## src/pic_pkg.sv

```systemverilog
// constants, register map and types of the prioritized interrupt control unit
package pic_pkg;

   // ----------------------------------------------------------------
   // sources, by pending flag index; CNTD shares the priority of CNTB, above CNTC
   // ----------------------------------------------------------------
   localparam int NSRC = 9;
   localparam int SRC_RESUME = 0;
   localparam int SRC_EXT0 = 1;
   localparam int SRC_EXT1 = 2;
   localparam int SRC_CNTA = 3;
   localparam int SRC_CNTB = 4;
   localparam int SRC_CNTC = 5;
   localparam int SRC_CNTD = 6;
   localparam int SRC_SER = 7;
   localparam int SRC_CONV = 8;
   localparam int NGRP = 7;

   // ----------------------------------------------------------------
   // data memory map
   // ----------------------------------------------------------------
   localparam logic [9:0] ADR_GATE = 10'h000;
   localparam logic [9:0] ADR_EXT = 10'h001;
   localparam logic [9:0] ADR_CNTAB = 10'h002;
   localparam logic [9:0] ADR_CNTC = 10'h003;
   localparam logic [9:0] ADR_EDGE = 10'h006;
   localparam logic [9:0] ADR_CNTD = 10'h022;
   localparam logic [9:0] ADR_SER = 10'h023;
   // pending flag bit of each source; its block bit sits one above
   localparam logic [9:0] SRC_ADDR [NSRC] = '{ADR_GATE, ADR_EXT, ADR_EXT, ADR_CNTAB, ADR_CNTAB,
                                             ADR_CNTC, ADR_CNTD, ADR_SER, ADR_CNTC};
   localparam logic [1:0] SRC_BIT [NSRC] = '{2'h2, 2'h0, 2'h2, 2'h0, 2'h2, 2'h0, 2'h2, 2'h2, 2'h2};
   localparam logic [1:0] GATE_BIT = 2'h0;

   // ----------------------------------------------------------------
   // reset values, encodings, vectors, timing
   // ----------------------------------------------------------------
   localparam logic GATE_RST = 1'b0;
   localparam logic [NSRC-1:0] PEND_RST = 9'h000;
   localparam logic [NSRC-1:0] BLK_RST = 9'h1FF;
   localparam logic [1:0] EDGE_RST = 2'h0;
   localparam logic [1:0] EDGE_NONE = 2'h0;
   localparam logic [1:0] EDGE_FALL = 2'h1;
   localparam logic [1:0] EDGE_RISE = 2'h2;
   localparam logic [1:0] EDGE_BOTH = 2'h3;
   localparam logic [13:0] VEC_RESET = 14'h0000;
   localparam logic [13:0] VEC_STEP = 14'h0002;
   localparam int CLK_NS = 10;
   localparam int SETTLE_NS_DEF = 10000;

   typedef enum logic [1:0] {ST_IDLE, ST_FIN, ST_SAVE, ST_JUMP} pic_state_t;

endpackage

```

## src/pic_ctrl.sv

```systemverilog
// prioritized interrupt control unit: flags, masks, vector selection, entry sequencing
`timescale 1ns/1ns
`default_nettype none

module pic_ctrl
   import pic_pkg::*;
#(
   parameter int VEC_W = 14,
   parameter int SETTLE_NS = SETTLE_NS_DEF
) (
   input wire logic MCLK, // system clock
   input wire logic RST_N, // synchronous reset, active low
   input wire logic [9:0] RAM_ADDR, // data memory address
   input wire logic RAM_WE, // write strobe
   input wire logic [3:0] RAM_WMASK, // bits written, one hot for bit operations
   input wire logic [3:0] RAM_WDATA, // write data
   input wire logic RAM_RE, // read strobe
   output logic [3:0] RAM_RDATA, // read data, one cycle after the strobe
   output logic RAM_SEL, // address belongs to this unit
   input wire logic RETURN_FROM_SERVICE_OP_EXEC, // return-from-service executed
   input wire logic STOP_MODE, // core is in stop mode
   input wire logic [3:0] RESUME_PIN_N, // resume pins, falling edge active
   input wire logic EXT_REQUEST_0_N, // external request 0 pin
   input wire logic EXT_REQUEST_1, // external request 1 pin
   input wire logic CNT_A_OVF, // counter A overflow pulse
   input wire logic CNT_B_OVF, // counter B overflow pulse
   input wire logic CNT_C_OVF, // counter C overflow pulse
   input wire logic CNT_D_OVF, // counter D overflow pulse
   input wire logic CNT_D_CAPT, // counter D capture edge pulse
   input wire logic SER_DONE, // serial transfer complete pulse
   input wire logic SER_HALT, // serial transfer halted pulse
   input wire logic CONV_DONE, // conversion complete pulse
   output logic INT_FINISH, // entry cycle one: finish instruction
   output logic STACK_PUSH, // entry cycles two and three: push state
   output logic PC_LOAD, // entry cycle three: load vector
   output logic [VEC_W-1:0] VECTOR, // selected vector address
   output logic WAKE_ACTIVE // stop mode left after settling
);

   localparam int SETTLE_CYC = (SETTLE_NS + CLK_NS - 1) / CLK_NS;

   if (VEC_W < 4 || VEC_W > 16 || SETTLE_CYC < 1) begin : g_bad_param
      $error("pic_ctrl: unsupported parameter values");
   end

   // ----------------------------------------------------------------
   // state
   // ----------------------------------------------------------------
   pic_state_t state_r, state_nxt;
   logic gate_r, gate_nxt;
   logic [NSRC-1:0] pend_r, pend_nxt, blk_r, blk_nxt, ev;
   logic [1:0] edge_sel_r, edge_sel_nxt;
   logic [3:0] res_prev_r, rd_nxt;
   logic ext0_prev_r, ext1_prev_r, armed_r;
   logic [31:0] settle_r, settle_nxt;
   logic [VEC_W-1:0] vec_w;
   logic [NGRP-1:0] greq;
   logic [2:0] grp_w;

   function automatic logic [2:0] pic_top_group(input logic [NGRP-1:0] g);
      logic [2:0] idx;
      idx = 3'h0;
      for (int k = NGRP - 1; k >= 0; k--) begin
         if (g[k]) begin
            idx = 3'(k);
         end
      end
      return idx;
   endfunction

   // ----------------------------------------------------------------
   // edge detection and source events
   // ----------------------------------------------------------------
   wire logic res_fall = armed_r && |(res_prev_r & ~RESUME_PIN_N);
   wire logic ext0_fall = armed_r && ext0_prev_r && !EXT_REQUEST_0_N;
   wire logic ext1_rise = armed_r && !ext1_prev_r && EXT_REQUEST_1;
   wire logic ext1_fall = armed_r && ext1_prev_r && !EXT_REQUEST_1;
   wire logic ext1_evt = (edge_sel_r[0] && ext1_fall) || (edge_sel_r[1] && ext1_rise);

   assign ev[SRC_RESUME] = res_fall && !STOP_MODE;
   assign ev[SRC_EXT0] = ext0_fall;
   assign ev[SRC_EXT1] = ext1_evt;
   assign ev[SRC_CNTA] = CNT_A_OVF;
   assign ev[SRC_CNTB] = CNT_B_OVF;
   assign ev[SRC_CNTC] = CNT_C_OVF;
   assign ev[SRC_CNTD] = CNT_D_OVF || CNT_D_CAPT;
   assign ev[SRC_SER] = SER_DONE || SER_HALT;
   assign ev[SRC_CONV] = CONV_DONE;

   // ----------------------------------------------------------------
   // flag and block bit writes
   // ----------------------------------------------------------------
   for (genvar i = 0; i < NSRC; i++) begin : g_src
      wire logic hit = RAM_WE && (RAM_ADDR == SRC_ADDR[i]);
      wire logic clr = hit && RAM_WMASK[SRC_BIT[i]] && !RAM_WDATA[SRC_BIT[i]];
      wire logic bw = hit && RAM_WMASK[SRC_BIT[i] + 2'h1];
      // written ones are ignored, and an event wins over a clear
      assign pend_nxt[i] = ev[i] || (pend_r[i] && !clr);
      assign blk_nxt[i] = bw ? RAM_WDATA[SRC_BIT[i] + 2'h1] : blk_r[i];
   end

   wire logic gate_wr = RAM_WE && (RAM_ADDR == ADR_GATE) && RAM_WMASK[GATE_BIT];
   wire logic edge_wr = RAM_WE && (RAM_ADDR == ADR_EDGE);

   always_comb begin
      edge_sel_nxt = edge_sel_r;
      for (int b = 0; b < 2; b++) begin
         if (edge_wr && RAM_WMASK[b]) begin
            edge_sel_nxt[b] = RAM_WDATA[b];
         end
      end
   end

   // acceptance clears the gate in cycle two, return-from-service sets it
   assign gate_nxt = (state_r == ST_SAVE) ? 1'b0 :
                     RETURN_FROM_SERVICE_OP_EXEC ? 1'b1 :
                     gate_wr ? RAM_WDATA[GATE_BIT] : gate_r;

   // ----------------------------------------------------------------
   // priority and vector
   // ----------------------------------------------------------------
   wire logic [NSRC-1:0] req = pend_r & ~blk_r;
   assign greq = {req[SRC_SER] || req[SRC_CONV], req[SRC_CNTC],
                  req[SRC_CNTB] || req[SRC_CNTD], req[SRC_CNTA],
                  req[SRC_EXT1], req[SRC_EXT0], req[SRC_RESUME]};
   assign grp_w = pic_top_group(greq);
   assign vec_w = VEC_W'(VEC_RESET + VEC_STEP * (14'(grp_w) + 14'h1));
   wire logic start_w = (state_r == ST_IDLE) && gate_r && (greq != '0);

   // ----------------------------------------------------------------
   // entry sequence
   // ----------------------------------------------------------------
   always_comb begin
      case (state_r)
         ST_IDLE: state_nxt = start_w ? ST_FIN : ST_IDLE;
         ST_FIN: state_nxt = ST_SAVE;
         ST_SAVE: state_nxt = ST_JUMP;
         ST_JUMP: state_nxt = ST_IDLE;
         default: state_nxt = ST_IDLE;
      endcase
   end

   assign INT_FINISH = (state_r == ST_FIN);
   assign STACK_PUSH = (state_r == ST_SAVE) || (state_r == ST_JUMP);
   assign PC_LOAD = (state_r == ST_JUMP);

   // ----------------------------------------------------------------
   // stop mode wake timer
   // ----------------------------------------------------------------
   wire logic settle_go = STOP_MODE && res_fall && (settle_r == 32'h0);
   assign settle_nxt = settle_go ? 32'(SETTLE_CYC) :
                       (settle_r != 32'h0) ? settle_r - 32'h1 : settle_r;

   // ----------------------------------------------------------------
   // read decode
   // ----------------------------------------------------------------
   always_comb begin
      rd_nxt = 4'h0;
      if (RAM_ADDR == ADR_GATE) begin
         rd_nxt[GATE_BIT] = gate_r;
      end
      for (int i = 0; i < NSRC; i++) begin
         if (RAM_ADDR == SRC_ADDR[i]) begin
            rd_nxt[SRC_BIT[i]] = pend_r[i];
            rd_nxt[SRC_BIT[i] + 2'h1] = blk_r[i];
         end
      end
   end

   assign RAM_SEL = (RAM_ADDR == ADR_GATE) || (RAM_ADDR == ADR_EXT) || (RAM_ADDR == ADR_CNTAB) ||
                    (RAM_ADDR == ADR_CNTC) || (RAM_ADDR == ADR_EDGE) || (RAM_ADDR == ADR_CNTD) ||
                    (RAM_ADDR == ADR_SER);

   // ----------------------------------------------------------------
   // registers
   // ----------------------------------------------------------------
   always_ff @(posedge MCLK) begin
      if (!RST_N) begin
         state_r <= ST_IDLE;
         gate_r <= GATE_RST;
         pend_r <= PEND_RST;
         blk_r <= BLK_RST;
         edge_sel_r <= EDGE_RST;
         armed_r <= 1'b0;
         settle_r <= 32'h0;
         VECTOR <= VEC_W'(VEC_RESET);
         RAM_RDATA <= 4'h0;
         WAKE_ACTIVE <= 1'b0;
      end else begin
         state_r <= state_nxt;
         gate_r <= gate_nxt;
         pend_r <= pend_nxt;
         blk_r <= blk_nxt;
         edge_sel_r <= edge_sel_nxt;
         armed_r <= 1'b1;
         settle_r <= settle_nxt;
         if (start_w) begin
            VECTOR <= vec_w;
         end
         if (RAM_RE) begin
            RAM_RDATA <= rd_nxt;
         end
         WAKE_ACTIVE <= (settle_r == 32'h1);
      end
   end

   always_ff @(posedge MCLK) begin
      res_prev_r <= RESUME_PIN_N;
      ext0_prev_r <= EXT_REQUEST_0_N;
      ext1_prev_r <= EXT_REQUEST_1;
   end
endmodule

`default_nettype wire

```

## config.mk

```make
export PLATFORM = sky130hd
export DESIGN_NAME = pic_ctrl
export DESIGN_NICKNAME = d
export VERILOG_FILES = /design/src/pic_pkg.sv /design/src/pic_ctrl.sv
export SDC_FILE = /design/constraint.sdc
export NUM_CORES = 1
export LEC_CHECK = 0
export CORE_AREA = 2 2 85 87
export CTS_CLUSTER_DIAMETER = 100
export DETAILED_ROUTE_END_ITERATION = 10
export DIE_AREA = 0 0 87 89
export DONT_BUFFER_PORTS = 1
export GPL_ROUTABILITY_DRIVEN = 0
export GPL_TIMING_DRIVEN = 0
export PLACE_DENSITY = 0.66
export SYNTH_ARGS = -nofsm -noshare
export SYNTH_HDL_FRONTEND = slang
export SYNTH_SLANG_ARGS = --single-unit
```

## constraint.sdc

```tcl
create_clock -name MCLK -period 3.1 [get_ports MCLK]
set_input_delay 0.62 -clock MCLK [delete_from_list [all_inputs] [get_ports MCLK]]
set_output_delay 0.62 -clock MCLK [all_outputs]
set_load 0.05 [all_outputs]
```

==> flow_metrics.tcl <==
set metrics [dict create \
    status "finished clean" \
    rsz0062_at_grt "false" \
    crit_arrival_ns 2.27 \
    power_mw 3.78 \
    finalSetupViolCount 0 \
    wire_per_inst_um 15.9 \
    antenna_left 0 \
    synthFlopType "dfxtp_1" \
    design.die.area_um2 7740 \
    required_ns 2.48 \
    cts_sinks 71 \
    syn_area_um2 3620 \
    synth_compound_area_share_pct 17.7 \
    cts_setup_buffers 0 \
    cts_resized 0 \
    fin_nets 488 \
    drt-total-wl_mm 8.41 \
    clock_path_buffers 2 \
    die_h_um 89 \
    synth.top_cell.area_share_pct 39.3 \
    synth.top_cells.by_area "dfxtp_1, a21oi_1, nand2_1" \
    synthArstFlopShare_pct 0 \
    synth_xor_area_share_pct 1.94 \
    grt_usage_pct 22.8 \
    cts_tree "yes" \
    synth-simple-area-share_pct 28.9 \
    hold_buffers 0 \
    slowest_delay_ns 0.71 \
    synthAdderAreaFrac_pct 2.42 \
    worstPathMaxFanout 5 \
    finalClockSkew_ns 0.00938 \
    hold_viol_final 0 \
    drv_slew 0 \
    post-route-period-util_pct 93.3 \
    htreeDepth 3 \
    syn_inst 423 \
    startpoint_type "input pin" \
    max_freq_ghz 0.346 \
    worstSetupPathType "input pin to primary output" \
    clock_latency_ns 0.35 \
    hpwl_mm 6.10 \
    end_kind "primary output" \
    clock_tree.root_cell "clkbuf_8" \
    antenna_found_initial 0 \
    area_growth_pct 9.86 \
    leakage_nw 1.55 \
    synth_seq_cells 71 \
    yosysMostFrequentCell "dfxtp_1" \
    rrSetupSlack_ns 0.44 \
    crit_buf_inv 0 \
    peakVddDrop_mv 0.585 \
    floorplan.die.width_um 87 \
    crit_path_top_delay_cell "nor2_1" \
    clkTransAtPathRegs_ns 0.08 \
    drc 0 \
    synth.distinct_cells 62 \
    yosysWarnings 0 \
    ios 61 \
    initial_core_util_pct 53.8 \
    min_path_type "input pin to register" \
    yosys-top-cells-count "dfxtp_1, a21oi_1, nand2_1, nor2_1, o21ai_0" \
    numCtsBuffers 9 \
    vias_per_cell 5.89 \
    grt_pass1_vias 2931 \
    totalNegativeSetupSlack_ns 0 \
    yosysSeqAreaShare_pct 39.3 \
    coreArea_um2 6720 \
    overflow 0 \
    port-buffer-count 0 \
    n_antenna_cell 0 \
    synth_top_family_by_area "simple AND/OR/NAND/NOR gates" \
    syn_area_per_cell_um2 8.55 \
    period_needed_ns 2.89 \
    worst_pin_slew_ns 1.06 \
    synth_edf_count 0 \
    pwr_density_cell_nw_per_um2 951 \
    grt_max_degree 13 \
    max_slew_margin_pct 28.7 \
    row_count 30 \
    drt-initial-drc-count 175 \
    cap_violations 0 \
    crit_path_cell_trace "or4_1, or2_2, nor2_1" \
    drt_first_pass_iters 4 \
    synth_largest_area_cell "dfxtp_1" \
    grt_pass1_wl_mm 13.8 \
    vias 3108 \
    crit_family "simple AND/OR/NAND/NOR gates" \
    synth.area.mux_share_pct 3.67 \
    drive_above_1_share_pct 9.60 \
]
==> cells by family (layout without fill, tap and decap cells) <==
family / count (synthesis) / count (layout)
DFF: 71 / 71
AOI/OAI and AO/OA: 97 / 97
buffers and inverters: 40 / 56
other: 1 / 10
muxes: 13 / 13
xor gates and xnor gates: 8 / 8
adders and majority gates: 7 / 7
and+or+nand+nor: 186 / 186
==> routing by layer <==
metal / vias to the layer above / GRT usage [%] / routed length, um
met4: 0 / 10.2 / 129
met2: 84 / 37.0 / 3890
li1: 1567 / - / -
met5: - / 0 / 0
met1: 1446 / 28.2 / 3910
met3: 11 / 6.56 / 478
==> path summary, 6_finish.rpt <==
check                                     start       endpoint  cells after the start
worst max-delay path                RAM_ADDR[4]        RAM_SEL                      3
worst min register to register    edge_sel_r[1]  edge_sel_r[1]                      2
worst max register to register      settle_r[0]   settle_r[23]                      7
worst min-delay path            EXT_REQUEST_0_N    ext0_prev_r                      0
==> placed cells by master (no fill, tap or decap), types with 3 or more instances in the layout <==
cell      instances
or4_1            10
nor3_1            8
nor4b_1           3
or2_2             5
mux2i_1          11
conb_1           10
xor2_1            4
a22o_1            3
nand2b_1         13
dfxtp_1          71
o41ai_1           4
and2_1            5
nor4_1           13
nand2_1          35
o21ai_0          17
inv_1            13
and3_1            5
clkbuf_8         10
or3_1            14
xnor2_1           4
ha_1              7
a31oi_1           3
nand4_1           5
clkbuf_1         11
a211oi_1          3
buf_4            10
nand3_1          13
buf_6             4
a21oi_1          36
o31ai_1          10
nand3b_1          4
nor2_1           31
nor2b_1           9
==> worst register-to-register path: stages (launching register included) <==
cell      delay, ns
dfxtp_1        0.34
inv_1          0.09
ha_1           0.22
or4b_2         0.70
o311ai_2       0.55
clkbuf_1       0.43
or2_2          0.19
a21oi_1        0.05
==> power by group <==
group          switching [mW]  internal (mW)
Combinational           0.991          0.681
Sequential              0.187           1.09
Clock                   0.356          0.475
Total                    1.53           2.25
==> registers in the layout, summed over array words and instances (netlist names) <==
signal	cells
settle_r	32
WAKE_ACTIVE	1
VECTOR	4
ext0_prev_r	1
RAM_RDATA	4
edge_sel_r	2
pend_r	9
armed_r	1
ext1_prev_r	1
blk_r	9
res_prev_r	4
gate_r	1
state_r	2
==> metrics by stage <==
step,setup WS (ns),util (%),hold WS (ns),cells,area (um^2)
2_1_floorplan,0.294,-,0.436,432,3650
6_report,0.207,59.1,0.285,528,3970
5_1_grt,0.185,59.1,0.266,528,3970
3_3_place_gp,0.192,55.8,0.445,512,3750
4_1_cts,0.214,59.1,0.274,528,3970
3_5_place_dp,0.163,55.8,0.446,512,3750
==> area by class of cell <==
| type | instances | area [um^2] |
|---|---|---|
| Fill cell | 629 | 2750 |
| Multi-Input combinational cell | 321 | 2010 |
| Sequential cell | 71 | 1420 |
| Buffer | 26 | 165 |
| Clock buffer | 11 | 141 |
| Tap cell | 80 | 100 |
| Clock inverter | 5 | 81.3 |
| Inverter | 14 | 52.6 |
(Power assumes the default switching activity.)
